===== config.mk =====
export PLATFORM = sky130hd
export DESIGN_NAME = sra_device_flat
export DESIGN_NICKNAME = d
export VERILOG_FILES = /design/src/shared/sra_pkg.sv /design/src/shared/sra_if.sv /design/src/design/sra_device.sv /design/src/flat_wrapper.sv
export SDC_FILE = /design/constraint.sdc
export NUM_CORES = 1
export LEC_CHECK = 0
export ABC_AREA = 1
export BUFFER_PORTS_ARGS = -buffer_cell sky130_fd_sc_hd__buf_4
export CAP_MARGIN = 40
export CORE_ASPECT_RATIO = 0.7
export CORE_MARGIN = 5
export CORE_UTILIZATION = 31
export DETAILED_ROUTE_END_ITERATION = 6
export GPL_ROUTABILITY_DRIVEN = 0
export PLACE_DENSITY = 0.54
export SYNTH_ARGS = -nofsm -noshare
export SYNTH_HDL_FRONTEND = slang
export SYNTH_SLANG_ARGS = --single-unit
export TNS_END_PERCENT = 1

===== constraint.sdc =====
create_clock -name clk -period 2.2 [get_ports clk]
set_input_delay 0.22 -clock clk [delete_from_list [all_inputs] [get_ports clk]]
set_output_delay 0.22 -clock clk [all_outputs]
set_load 0.05 [all_outputs]

===== src/shared/sra_pkg.sv =====
// Purpose: shared constants for the serial register access port
// Assumes: 25 MHz system clock on both ends
// Notes: instruction layout is command, channel, group, register, data
package sra_pkg;
    localparam int unsigned INSTR_BITS   = 56;
    localparam int unsigned CMD_POS      = 55;
    localparam int unsigned CHAN_MSB     = 54;
    localparam int unsigned CHAN_LSB     = 53;
    localparam int unsigned GROUP_MSB    = 52;
    localparam int unsigned GROUP_LSB    = 48;
    localparam int unsigned REGNUM_MSB   = 47;
    localparam int unsigned REGNUM_LSB   = 32;
    localparam int unsigned DATA_BITS    = 32;
    localparam int unsigned ADDR_BITS    = 23;
    localparam logic        CMD_READ     = 1'b0;
    localparam logic        CMD_WRITE    = 1'b1;
    localparam logic [1:0]  CHAN_0       = 2'h0;
    localparam logic [1:0]  CHAN_1       = 2'h1;
    localparam logic [4:0]  GRP_LINE     = 5'h01;
    localparam logic [4:0]  GRP_WAN      = 5'h02;
    localparam logic [4:0]  GRP_CODING   = 5'h03;
    localparam logic [4:0]  GRP_HOST     = 5'h04;
    localparam logic [4:0]  GRP_GLOBAL   = 5'h1e;
    localparam logic [4:0]  GRP_SECURITY = 5'h1f;
    localparam logic [5:0]  BIT_CNT_RST  = 6'h00;
    localparam logic [5:0]  BIT_CNT_LAST = 6'h37;
    localparam logic [55:0] SHIFT_RST    = 56'h0;
    localparam logic        FAST_RST     = 1'b0;
    // link clock half period in system cycles; 30 Mbps ceiling is never approached
    localparam int unsigned SCK_HALF_NS   = 160;
    localparam int unsigned CLK_PERIOD_NS = 40;
    localparam logic [3:0]  SCK_HALF_CYC  = 4'((SCK_HALF_NS + CLK_PERIOD_NS - 1) / CLK_PERIOD_NS);
    localparam logic [3:0]  DIV_RST       = 4'h0;
endpackage


===== src/shared/sra_if.sv =====
// Purpose: serial link between register master and device port
// Assumes: bench resolves the data-out wire from the enable
// Notes: miso_oe_n low means the device drives data out
`timescale 1ns/1ps
interface sra_if;
    logic sck;
    logic port_select_n;
    logic mosi;
    logic miso_o;
    logic miso_oe_n;
    logic miso_i;
    modport dev (input sck, input port_select_n, input mosi,
                 output miso_o, output miso_oe_n);
    modport mst (output sck, output port_select_n, output mosi, input miso_i);
endinterface


===== src/design/sra_device.sv =====
// Purpose: device end of the serial register access port
// Assumes: link pins sampled by clk, two flops each; register file outside
// Notes: read fetch is a one-cycle request answered by reg_rdata next cycle
`timescale 1ns/1ps
module sra_device
    import sra_pkg::*;
(
    // system
    input  wire logic        clk,
    input  wire logic        reset_n,
    // link
    sra_if.dev               link,
    // register file access
    output logic             reg_wr,
    output logic             reg_rd,
    output logic [1:0]       reg_chan,
    output logic [4:0]       reg_group,
    output logic [15:0]      reg_num,
    output logic [31:0]      reg_wdata,
    input  wire logic [31:0] reg_rdata,
    input  wire logic        reg_rvalid,
    // mode control from the register file
    input  wire logic        fast_mode
);
    import sra_pkg::*;

    typedef struct packed {
        logic [1:0]  sck_s;
        logic [1:0]  sel_s;
        logic [1:0]  mosi_s;
        logic        sck_d;
        logic [5:0]  cnt;
        logic [55:0] rx;
        logic [55:0] tx;
        logic [55:0] prev;
        logic        miso;
        logic        fast;
        logic        wr;
        logic        rd;
        logic [22:0] addr;
        logic [31:0] wdata;
    } sra_dev_s;

    sra_dev_s r;
    sra_dev_s next_r;

    logic sck_rise;
    logic sck_fall;
    logic sel_act;
    logic valid_addr;
    logic [1:0] addr_chan;
    logic [4:0] addr_group;
    logic       chan_ok;
    logic       group_ok;

    // edges come from the synchronised copy; the raw pin is never read
    assign sck_rise = r.sck_s[1] & ~r.sck_d;
    assign sck_fall = ~r.sck_s[1] & r.sck_d;
    assign sel_act  = ~r.sel_s[1];

    // channel and group decode of the latched address; anything else reads zero
    assign addr_chan  = r.addr[22:21];
    assign addr_group = r.addr[20:16];
    assign valid_addr = chan_ok && group_ok;

    always_comb begin
        unique case (addr_chan)
            CHAN_0: begin
                chan_ok = 1'b1;
            end
            CHAN_1: begin
                chan_ok = 1'b1;
            end
            // reserved channel codes read zero, but reg_wr and reg_rd still fire for them
            default: begin
                chan_ok = 1'b0;
            end
        endcase
    end

    always_comb begin
        unique case (addr_group)
            GRP_LINE: begin
                group_ok = 1'b1;
            end
            GRP_WAN: begin
                group_ok = 1'b1;
            end
            GRP_CODING: begin
                group_ok = 1'b1;
            end
            GRP_HOST: begin
                group_ok = 1'b1;
            end
            GRP_GLOBAL: begin
                group_ok = 1'b1;
            end
            GRP_SECURITY: begin
                group_ok = 1'b1;
            end
            // unknown groups answer with an all-zero word
            default: begin
                group_ok = 1'b0;
            end
        endcase
    end

    always_comb begin
        next_r        = r;
        next_r.sck_s  = {r.sck_s[0], link.sck};
        next_r.sel_s  = {r.sel_s[0], link.port_select_n};
        next_r.mosi_s = {r.mosi_s[0], link.mosi};
        next_r.sck_d  = r.sck_s[1];
        next_r.wr     = 1'b0;
        next_r.rd     = 1'b0;
        if (!sel_act) begin
            // an aborted frame leaves no trace: count and shifter restart
            next_r.cnt  = BIT_CNT_RST;
            next_r.tx   = r.prev;
            next_r.miso = r.prev[CMD_POS];
            // mode latched only between frames so one frame never mixes timings
            next_r.fast = fast_mode;
        end else begin
            if (sck_rise) begin
                next_r.rx  = {r.rx[54:0], r.mosi_s[1]};
                next_r.cnt = r.cnt + 6'h01;
                if (r.fast) begin
                    next_r.tx   = {r.tx[54:0], 1'b0};
                    next_r.miso = r.tx[54];
                end
                // a write after a read reports zeros, not the fetched word
                if (r.cnt == BIT_CNT_RST && r.prev[CMD_POS] == CMD_READ &&
                    r.mosi_s[1] == CMD_WRITE) begin
                    if (r.fast) begin
                        next_r.tx[32:1] = 32'h0;
                    end else begin
                        next_r.tx[31:0] = 32'h0;
                    end
                end
                if (r.cnt == BIT_CNT_LAST) begin
                    next_r.cnt  = BIT_CNT_RST;
                    next_r.addr = r.rx[53:31];
                    next_r.wdata = {r.rx[30:0], r.mosi_s[1]};
                    if (r.rx[54] == CMD_WRITE) begin
                        next_r.wr   = 1'b1;
                        next_r.prev = {r.rx[54:0], r.mosi_s[1]};
                    end else begin
                        next_r.rd   = 1'b1;
                        // data field filled in when the fetch answers
                        next_r.prev = {r.rx[54:31], 32'h0};
                    end
                end
            end
            if (sck_fall && !r.fast && r.cnt != BIT_CNT_RST) begin
                next_r.tx   = {r.tx[54:0], 1'b0};
                next_r.miso = r.tx[54];
            end
        end
        // fetched word lands in the echo long before the next frame starts
        if (reg_rvalid) begin
            next_r.prev[31:0] = valid_addr ? reg_rdata : 32'h0;
        end
        if (!reset_n) begin
            next_r = '0;
            next_r.sel_s = 2'h3;
            next_r.fast  = FAST_RST;
        end
    end

    always_ff @(posedge clk) begin
        r <= next_r;
    end

    assign reg_wr    = r.wr;
    assign reg_rd    = r.rd;
    assign reg_chan  = r.addr[22:21];
    assign reg_group = r.addr[20:16];
    assign reg_num   = r.addr[15:0];
    assign reg_wdata = r.wdata;
    assign link.miso_o    = r.miso;
    assign link.miso_oe_n = ~sel_act;
endmodule // sra_device


===== src/flat_wrapper.sv =====
// flat-port wrapper written by rule: the top's interface ports become plain ports
module sra_device_flat import sra_pkg::*;
  (clk, reset_n, reg_wr, reg_rd, reg_chan, reg_group, reg_num, reg_wdata, reg_rdata, reg_rvalid, fast_mode, link_sck, link_port_select_n, link_mosi, link_miso_o, link_miso_oe_n);
  sra_if link_i ();
  input  wire logic clk;
  input  wire logic reset_n;
  output logic reg_wr;
  output logic reg_rd;
  output logic [1:0] reg_chan;
  output logic [4:0] reg_group;
  output logic [15:0] reg_num;
  output logic [31:0] reg_wdata;
  input  wire logic [31:0] reg_rdata;
  input  wire logic reg_rvalid;
  input  wire logic fast_mode;
  input wire logic [$bits(link_i.sck)-1:0] link_sck;
  input wire logic [$bits(link_i.port_select_n)-1:0] link_port_select_n;
  input wire logic [$bits(link_i.mosi)-1:0] link_mosi;
  output wire logic [$bits(link_i.miso_o)-1:0] link_miso_o;
  output wire logic [$bits(link_i.miso_oe_n)-1:0] link_miso_oe_n;
  assign link_i.sck = link_sck;
  assign link_i.port_select_n = link_port_select_n;
  assign link_i.mosi = link_mosi;
  assign link_miso_o = link_i.miso_o;
  assign link_miso_oe_n = link_i.miso_oe_n;
  sra_device u_core (.clk(clk), .reset_n(reset_n), .link(link_i), .reg_wr(reg_wr), .reg_rd(reg_rd), .reg_chan(reg_chan), .reg_group(reg_group), .reg_num(reg_num), .reg_wdata(reg_wdata), .reg_rdata(reg_rdata), .reg_rvalid(reg_rvalid), .fast_mode(fast_mode));
endmodule

Word level (Yosys, flattened, before mapping)
Index checks and enable logic that the tools add are counted.

Register bits: 238. Word-level logic and storage cells: 79. Input port bits: 39. Output and inout bits: 59.

Equality and inequality tests: 9. Bitwise logic cells: 9. Mux-type cells: 20. Reduce and logical (&&, ||, !) cells: 23. $add $sub $neg: 1.

Operator list (number): two-way mux 55 bit (3); two-way mux 112 bit (1); two-way mux 56 bit (2); two-way mux 32 bit (3); two-way mux 33 bit (1); == test 5 x 2 -> 1 bit (second input constant) (2); == test 5 bit (second input constant) (2); two-way mux 1 bit (9); NOT 1 bit (7); adder 6 x 1 -> 6 bit (second input constant) (1); == test 6 bit (second input constant) (1); logical NOT 6 bit (1); two-way mux 6 bit (1); AND reduction 2 bit (3); AND reduction 3 bit (2); nonzero test 3 bit (2); nonzero test 6 bit (1); OR reduction 6 bit (1); == test 5 x 1 -> 1 bit (second input constant) (1); == test 5 x 3 -> 1 bit (second input constant) (1); logical AND 1 bit (5); nonzero test 2 bit (2); nonzero test 4 bit (1); OR reduction 2 bit (2); 6 further kinds (7).

Logic depth before layout (Yosys ltp)
Gate-level depths: netlist of run 1.

Depth after elaboration: 7. Depth in mapped cells: 11. Gate-level depth less buffers: 9.

Worst setup path after synthesis of run 1
OpenSTA, ideal clock, no wires.

Kind: reg-to-reg. Start point: register u_core.r (netlist bit u_core.link.miso_oe_n). End point: register u_core.r[61] in the netlist's numbering. Cell stages (with the launch flop): 8. Path buffers: 2. Slack: 0.441 ns. Period minus slack after synthesis: 1.759 ns. Arrival: 1.650 ns. Library setup time: 0.109 ns. Data required time: 2.091 ns. Path through: dfxtp_1 buf_2 o21ai_0 o21ai_2 clkbuf_1 a21oi_1 nand2_1 inv_1.

Cells in the longest elaborated chain, start to end: 2.

RTL lines: start: declaration (line sra_device.sv:44) `sra_dev_s r;`; start signal: assignment (line sra_device.sv:171) `r <= next_r;`; != test 2 bit (no line); AND reduction 3 bit (no line).

Every way passes these cells. A chain may end at the register's enable or synchronous reset.

Worst setup path in the final report of run 1
Start point: register u_core.r[227] in the netlist's numbering. End point: register u_core.r[132] in the netlist's numbering.

Cells in the longest elaborated chain, start to end: 7. Elaborated cells between the ends (all ways): 12. Those cells by class: 4 x mux; 8 x reduce/logical.

RTL lines: logical NOT 6 bit (line sra_device.sv:132) `if (r.cnt == BIT_CNT_RST && r.prev[CMD_POS] == CMD_READ &&`; logical AND 1 bit (2 in a row) (line sra_device.sv:132); two-way mux 33 bit (line sra_device.sv:132); two-way mux 112 bit (line sra_device.sv:124) `if (sck_rise) begin`; two-way mux 55 bit (line sra_device.sv:154) `if (sck_fall && !r.fast && r.cnt != BIT_CNT_RST) begin`; two-way mux 55 bit (line sra_device.sv:116) `if (!sel_act) begin`.

Parallel ways exist; a longest one is shown, timed or not. The select of a mux whose other input is x is not followed.

==> impl_metrics.ini, run 1 <==
[critical_path]
max_stage_delay_ps = 410
crit_top_cell = nor2_1
cp_max_fo = 18
critPathSlowestCell = nand3_2
worstSetupPathType = flip-flop to flip-flop
worstPathArrival_ps = 2400
crit_buf_inv = 2
cp-end-kind = flip-flop
cpLargestDelayFamily = simple AND/OR/NAND/NOR gates
path_cells = inv_1, ha_1, nand3_1, a21oi_2, nand3_2, buf_12, nand2_1, nor2_1, nor2_1
critPathLaunchType = flip-flop
worst_ep_required_time_ps = 2650

[timing]
hold_violations = 0
slew_violations = 0
period_needed_ps = 1950
fmax_ghz = 0.513
fin_hold_ws_ps = 79.6
setup_viol = 0
setup_slack_ps = 250
slew_headroom = 0.685
tightest_slew_ps = 473
rsz0062_at_grt = no
fin_crit_sh = 0.886
fin_tns_setup_ps = 0
fin_skew_ps = 11.7

[synth]
seq_area_frac_synth = 0.421
ys_types = 35
synth_top_family_by_area = simple AND/OR/NAND/NOR gates
ys.flop_type = dfxtp_1
avgSynthCellArea_um2 = 6.75
synthAdderAreaFrac = 0.00245
synth_seq_cells = 215
synth_enable_flop_cells = 0
synth_area_um2 = 10200
synth_compound_area_frac = 0.110
syn_inst = 1514
synthXorXnorAreaFrac = 0.00171
synth_warnings = 0
synthMuxAreaShare = 0
syn_nets = 1555
synth-simple-area-share = 0.322
async_reset_ff_frac = 0

[grt]
grt_pass1_wl_mm = 44.8
gr-usage-all-layers = 0.148
antenna_found_initial = 0
grt_pass1_vias = 8478
grt.overflow.total = 0
grt_max_degree = 95

[floorplanning]
fp.dieW_um = 227
start_util = 0.315
dieArea_um2 = 36800
ioPinCount = 98
core_area_um2 = 32400
num_rows = 55
die_y_um = 162

[clocking]
clk_latency_ps = 520
cts_root_buffer = clkbuf_16
cts-htree-levels = 1
cts_tree = yes
clockBufferDepth = 3
numClockSinks = 215
path_clk_slew_ps = 60
cts_buffers = 22

[route]
drc = 0
drt_wl_total_mm = 27.3
detail_route.wl_per_cell_um = 13.9
via_per_inst = 4.54
drtIter0Drc = 609
dr.pass1.iters = 5
postRouteAntennaNets = 0
vias = 8876

[layout]
layout_common_cells = nand2_1, dfxtp_1, a21oi_1
final_nets = 1556
final_cell_count_no_fill = 1957
drive_gt1_frac = 0.127
num_antenna_cells = 0
utilization = 0.361
fin_area_um2 = 11700
synthToLayoutAreaGrowth_pct = 14.4
final_common_cell = nand2_1

[pwr]
seqPwrFrac = 0.478
powerDensity_nw_per_um2 = 719
switching_share = 0.234
power_frac_clock = 0.457
p_switching_mw = 1.97
finalPower_mw = 8.41
p_int_mw = 6.44
comb_power_share = 0.065
p_leak_nw = 4.77
ir_drop_uv = 463

[place]
dp_hpwl_mm = 18.2
pre_cts_ws_ps = 266
port_buffers = 97
place_inst = 1914
place_area_um2 = 10900

[run]
cap_viol_max_count = 0

[hold_path]
hp-class = primary input to flip-flop

[run_status]
run_status = completed
-- synthesized netlist by cell type (7+ instances only) --
cell type	count	area, um2
a21oi_1	164	821
buf_1	8	30.0
buf_2	26	130
buf_4	63	473
buf_6	11	124
clkbuf_1	46	173
dfxtp_1	215	4300
inv_1	139	522
nand2_1	485	1820
nand3_1	77	385
nand3b_1	32	240
nor2_1	161	604
nor3_1	11	55.1
o21ai_0	25	125
o21ai_1	7	35.0
-- logic make-up (layout without fill, tap and decap cells) --
kind of cell               after synthesis  after routing
and+or+nand+nor                        785            785
buffers and inverters                  296            312
DFF                                    215            215
AOI/OAI and AO/OA                      214            214
adders and majority gates                2              2
xor gates and xnor gates                 2              2
-- power by group through the flow --
stage          clock network (mW)  logic (mW)  registers [mW]
3_3_place_gp                    0       0.542            4.11
6_report                     3.84       0.547            4.02
4_1_cts                      3.95       0.555            4.02
3_5_place_dp                    0       0.546            4.11
2_1_floorplan                   0       0.378            4.10
5_1_grt                      4.13       0.630            4.03
-- flip-flops by register name, indices dropped and copies added, names as in the netlist --
name and cells:
u_core.reg_wr 1, u_core.r 157, u_core.reg_chan 1, u_core.reg_rd 1, u_core.reg_num 16, u_core.link.miso_oe_n 1
u_core.reg_group 5, u_core.reg_wdata 32, u_core.link.miso_o 1
-- worst reg2reg max path, delay by kind of cell, from the launching register on --
| kind | cells | cell delay, ps |
|---|---|---|
| buf+inv | 2 | 430 |
| simple gates | 5 | 720 |
| compound gates | 1 | 230 |
| flops | 1 | 330 |
| fa+ha+maj | 1 | 180 |
-- area by class of cell --
type / count / area (um2)
Multi-Input combinational cell: 1003 / 4460
Clock buffer: 32 / 679
Sequential cell: 215 / 4310
Clock inverter: 7 / 65.1
Tap cell: 427 / 534
Inverter: 142 / 536
Timing Repair Buffer: 131 / 1120
Fill cell: 3534 / 20700
-- worst paths after layout --
check	start	depth (start not counted)	slack [ps]	endpoint
max	u_core.r[227]	9	250	u_core.r[132]
min	reset_n	3	80	u_core.r[238]
max reg2reg	u_core.r[227]	9	250	u_core.r[132]
min reg2reg	u_core.r[236]	1	410	u_core.link.miso_oe_n
-- metal layers --
metal / part of all wire / wire, um / global-route usage / up-vias
li1: - / - / - / 4646
met1: 0.49 / 13500 / 0.210 / 4025
met2: 0.44 / 11900 / 0.236 / 173
met3: 0.051 / 1380 / 0.0269 / 32
met4: 0.018 / 493 / 0.0285 / 0
met5: 0 / 0 / 0 / -
-- timing repair --
item | CTS | global route
hold buffers | 4 | 0
endpoints found under the hold margin | 4 | 0
setup buffers | 0 | 0
resized for setup | 0 | 0
Note: power is estimated with default switching activity, not from simulation.
==> run 2: changes to the inputs <==
--- a/config.mk
+++ b/config.mk
@@ -8,12 +8,14 @@
 export ABC_AREA = 1
 export BUFFER_PORTS_ARGS = -buffer_cell sky130_fd_sc_hd__buf_4
 export CAP_MARGIN = 40
+export CELL_PAD_IN_SITES_DETAIL_PLACEMENT = 1
+export CELL_PAD_IN_SITES_GLOBAL_PLACEMENT = 1
 export CORE_ASPECT_RATIO = 0.7
 export CORE_MARGIN = 5
 export CORE_UTILIZATION = 31
 export DETAILED_ROUTE_END_ITERATION = 6
 export GPL_ROUTABILITY_DRIVEN = 0
-export PLACE_DENSITY = 0.54
+export PLACE_DENSITY = 0.68
 export SYNTH_ARGS = -nofsm -noshare
 export SYNTH_HDL_FRONTEND = slang
 export SYNTH_SLANG_ARGS = --single-unit
==> run 2 against run 1 <==
Clock power is 9.4% higher. Worst setup slack worse by 3.9 ps. Die area stayed put. Routed wire length is 10% higher. Sequential power hardly changed. Non-clock buffer count is 6 lower. Count of clock-buffer cells in the layout is 3 higher. Core utilization is 0.10 points higher. Critical endpoint is now u_core.r[138].
==> impl_metrics.ini, run 2 (synthesized netlist as in run 1, its figures left out) <==
[run_status]
run_status = completed

[floorplanning]
core_area_um2 = 32400
die_y_um = 162
fp.dieW_um = 227
dieArea_um2 = 36800
ioPinCount = 98
start_util = 0.315
num_rows = 55

[route]
wl_met2_mm = 14.1
drc = 0
wl_met3_mm = 1.13
postRouteAntennaNets = 0
via_per_inst = 4.72
topRoutingLayerUsed = met4
met1_length_mm = 14.3
drtIter0Drc = 438
detail_route.wl_per_cell_um = 15.4
vias = 9229
dr.pass1.iters = 4
drt_wl_total_mm = 30.1

[clocking]
cts_tree = yes
cts_buffers = 24
cts-htree-levels = 1
clk_latency_ps = 530
numClockSinks = 215
post_cts_resized = 0
cts_root_buffer = clkbuf_16
clockBufferDepth = 3
path_clk_slew_ps = 60

[pwr]
p_leak_nw = 4.78
powerDensity_nw_per_um2 = 749
ir_drop_uv = 468
finalPower_mw = 8.79

[layout]
synthToLayoutAreaGrowth_pct = 14.8
largest_register_ffs = 157
utilization = 0.362
final_nets = 1552
num_antenna_cells = 0
fill_cells = 4148
fin_area_um2 = 11700
final_cell_count_no_fill = 1956
final_common_cell = nand2_1
regMostFlops = u_core.r
drive_gt1_frac = 0.126
layout_common_cells = nand2_1, dfxtp_1, a21oi_1

[timing]
fin_crit_sh = 0.888
tightest_slew_ps = 664
slew_headroom = 0.558
slew_violations = 0
hold_violations = 0
setup_viol = 0
period_needed_ps = 1950
fmax_ghz = 0.512
setup_slack_ps = 246
fin_hold_ws_ps = 27.3
fin_skew_ps = 7.17
rsz0062_at_grt = no
fin_tns_setup_ps = 0

[grt]
gr-usage-all-layers = 0.164
grt.overflow.total = 0
antenna_found_initial = 0
grt_pass1_vias = 9599
grt_max_degree = 71
grt_pass1_wl_mm = 49.8

[critical_path]
worstSetupPathType = flip-flop to flip-flop
critPathLaunchType = flip-flop
r2r_cells = 10
worst_ep_required_time_ps = 2630
worstPathArrival_ps = 2380
regToRegSetupSlack_ps = 250
cp-end-kind = flip-flop
worstReg2RegEnd = u_core.r[138]
r2r_start = u_core.r[227]
cp_max_fo = 32

[place]
dp_hpwl_mm = 20.0
place_area_um2 = 10900
port_buffers = 97
pre_cts_ws_ps = 275
place_inst = 1908

[run]
cap_viol_max_count = 0

[hold_path]
hold_path_depth = 3
hp-start = reset_n
hp-class = primary input to flip-flop
hold_end = u_core.r[239]
## run 2: cell types whose count changed in the layout (fill, tap and decap cells not counted), moves of 2 or more
cell	change
clkbuf_1	+2
buf_4	-6
clkbuf_16	+2
clkinv_2	+2
## run 2: report_power, final
part | leakage (nW) | internal (mW) | switching [mW]
Clock | 0.408 | 2.51 | 1.69
Combinational | 2.63 | 0.209 | 0.352
Sequential | 1.74 | 3.98 | 0.0465
## run 2: cell type report
type | instances | area [um2] | share of cell area
clock buffer | 35 | 723 | 0.0617
clock inverter | 9 | 97.6 | 0.00832
inverter | 142 | 536 | 0.0457
multi-input combinational | 1003 | 4460 | 0.380
sequential | 215 | 4310 | 0.367
tap | 427 | 534 | 0.0456
timing repair buffer | 125 | 1070 | 0.0915
## run 2: repair_timing
| action | in CTS | in global routing |
|---|---|---|
| hold buffers | 4 | 0 |
| endpoints found under the hold margin | 4 | 0 |
| setup buffers | 0 | 0 |
## run 2: worst max-delay path: stages (launching register included)
cell     delay (ps)
dfxtp_1         320
inv_1           100
ha_1            190
nand3_1         140
nand2_2         140
nand2_4         160
nor2_4          300
buf_12          250
nand3_1         100
nand2_1          90
nor2_1           50
## run 2: per-layer routing
metal	up-vias	GRT usage
met5	-	0
met4	0	0.0329
met3	35	0.0271
met2	117	0.281
met1	4434	0.219
li1	4643	-
## run 2: worst max path at each step
| stage | startpoint | to | slack (ps) | cells past startpoint |
|---|---|---|---|---|
| 2_1_floorplan | u_core.link.miso_oe_n | u_core.r[61] | 440 | 7 |
| 3_3_place_gp | u_core.r[227] | u_core.r[146] | 350 | 10 |
| 3_5_place_dp | u_core.r[227] | u_core.r[138] | 270 | 10 |
| 4_1_cts | u_core.r[227] | u_core.r[138] | 260 | 10 |
| 5_1_grt | u_core.r[228] | u_core.reg_group[1] | 90 | 8 |
| 6_report | u_core.r[227] | u_core.r[138] | 250 | 10 |
==> run 3: changes to the inputs <==
==> constraint.sdc (replaced) <==
create_clock -name clk -period 1.94 [get_ports clk]
set_input_delay 0.194 -clock clk [delete_from_list [all_inputs] [get_ports clk]]
set_output_delay 0.194 -clock clk [all_outputs]
set_load 0.05 [all_outputs]
==> run 3 against run 2 <==
Flip-flop and latch count unchanged. Count of clock-buffer cells in the layout decreased by 2. Sequential share of layout area decreased by 0.082 points. Clock power about the same.
==> impl_metrics.ini, run 3 (synthesized netlist as in run 1, its figures left out) <==
[run_status]
run_status = completed

[grt]
antenna_found_initial = 0
grt_pass1_vias = 9643
gr-usage-all-layers = 0.162
grt.overflow.total = 0
grt_max_degree = 65
grt_pass1_wl_mm = 49.4

[layout]
final_nets = 1564
regMostFlops = u_core.r
fill_cells = 4087
largest_register_ffs = 157
num_antenna_cells = 0
final_common_cell = nand2_1
regArea_um2 = 4310
synthToLayoutAreaGrowth_pct = 15.0
layout_common_cells = nand2_1, dfxtp_1, a21oi_1
drive_gt1_frac = 0.129
multiInputGateArea_um2 = 4460

[timing]
slew_violations = 0
fin_crit_sh = 0.934
fmax_ghz = 0.552
setup_slack_ps = 129
hold_violations = 0
slew_headroom = 0.698
fin_tns_setup_ps = 0
tightest_slew_ps = 449
fin_hold_ws_ps = 47.4
rsz0062_at_grt = yes
setup_viol = 0
period_needed_ps = 1810
fin_skew_ps = 9.81

[pwr]
powerDensity_nw_per_um2 = 799
p_leak_nw = 4.80
finalPower_mw = 9.40
ir_drop_uv = 518

[run]
cap_viol_max_count = 0

[clocking]
cts-htree-levels = 1
path_clk_slew_ps = 60
cts_root_buffer = clkbuf_16
clk_latency_ps = 510
clockBufferDepth = 3
post_cts_resized = 0
numClockSinks = 215
cts_buffers = 23
cts_tree = yes

[floorplanning]
dieArea_um2 = 36800
start_util = 0.315
fp.dieW_um = 227
die_y_um = 162
core_area_um2 = 32400
num_rows = 55
ioPinCount = 98

[critical_path]
max_stage_delay_ps = 410
worstPathArrival_ps = 2220
worstSetupPathType = flip-flop to flip-flop
critPathLaunchType = flip-flop
cp_max_fo = 32
cp-end-kind = flip-flop
critPathSlowestCell = o21ai_0
path_cells = inv_1, o21ai_0, o21ai_0, inv_1, buf_12, nand3b_1, nand3_1, nand2_1, inv_1
crit_top_cell = inv_1
worst_ep_required_time_ps = 2350

[place]
port_buffers = 97
dp_hpwl_mm = 20.5
pre_cts_ws_ps = 135

[hold_path]
hp-class = primary input to flip-flop

[route]
drc = 0
via_per_inst = 4.70
postRouteAntennaNets = 0
dr.pass1.iters = 4
vias = 9229
drtIter0Drc = 440
drt_wl_total_mm = 30.0
detail_route.wl_per_cell_um = 15.3
==> run 3: changes by cell type in the layout (fill, tap and decap cells not counted) <==
cell       previous run  this run
buf_4               111       120
buf_12               10        14
clkinv_2              6         2
bufinv_16             2         0
clkbuf_16            25        23
inv_6                 0         1
==> run 3: worst paths after layout <==
| kind | to | cells after the start | slack [ps] | from |
|---|---|---|---|---|
| min | u_core.r[239] | 3 | 50 | reset_n |
| max reg2reg | u_core.r[67] | 9 | 130 | u_core.reg_group[3] |
| max | u_core.r[67] | 9 | 130 | u_core.reg_group[3] |
| min reg2reg | u_core.r[239] | 2 | 410 | u_core.r[238] |
==> run 3: what timing repair did <==
action                                 4_1_cts  5_1_grt
setup endpoints to repair                    0        8
hold buffers                                 4        0
setup buffers                                0        0
endpoints found under the hold margin        4        0
==> run 3: layer usage <==
metal | wire [um] | GRT usage | up-vias
li1 | - | - | 4660
met1 | 14100 | 0.216 | 4405
met2 | 14200 | 0.280 | 129
met3 | 1190 | 0.0246 | 35
met4 | 473 | 0.0283 | 0
met5 | 0 | 0 | -
==> run 3: critical path, delay by kind of cell, from the launching register on <==
kind | cells | cell delay (ps)
simple gates | 3 | 250
compound gates | 2 | 570
flops | 1 | 340
buf+inv | 4 | 530
==> run 3: final cells by class <==
class                   instances  share of cell area
multi-input cells            1003               0.379
clock inverters                 4             0.00224
clock buffers                  33              0.0573
well taps                     427              0.0455
repair buffers                138               0.104
inverters                     142              0.0456
flip-flops and latches        215               0.366
==> run 3: per-stage QoR <==
stage / instance area, um2 / std cells / utilization
detailed placement: 11000 / 1921 / 0.340
global placement: 11000 / 1921 / 0.340
floorplan: 10200 / 1514 / -
CTS: 11800 / 1962 / 0.363
finish: 11800 / 1962 / 0.363
global route: 11800 / 1962 / 0.363
==> run 3: where the power goes <==
group          internal, mW  switching, mW  total, mW
Combinational         0.245          0.406      0.651
Sequential             4.51         0.0516       4.56
Clock                  2.39           1.79       4.18
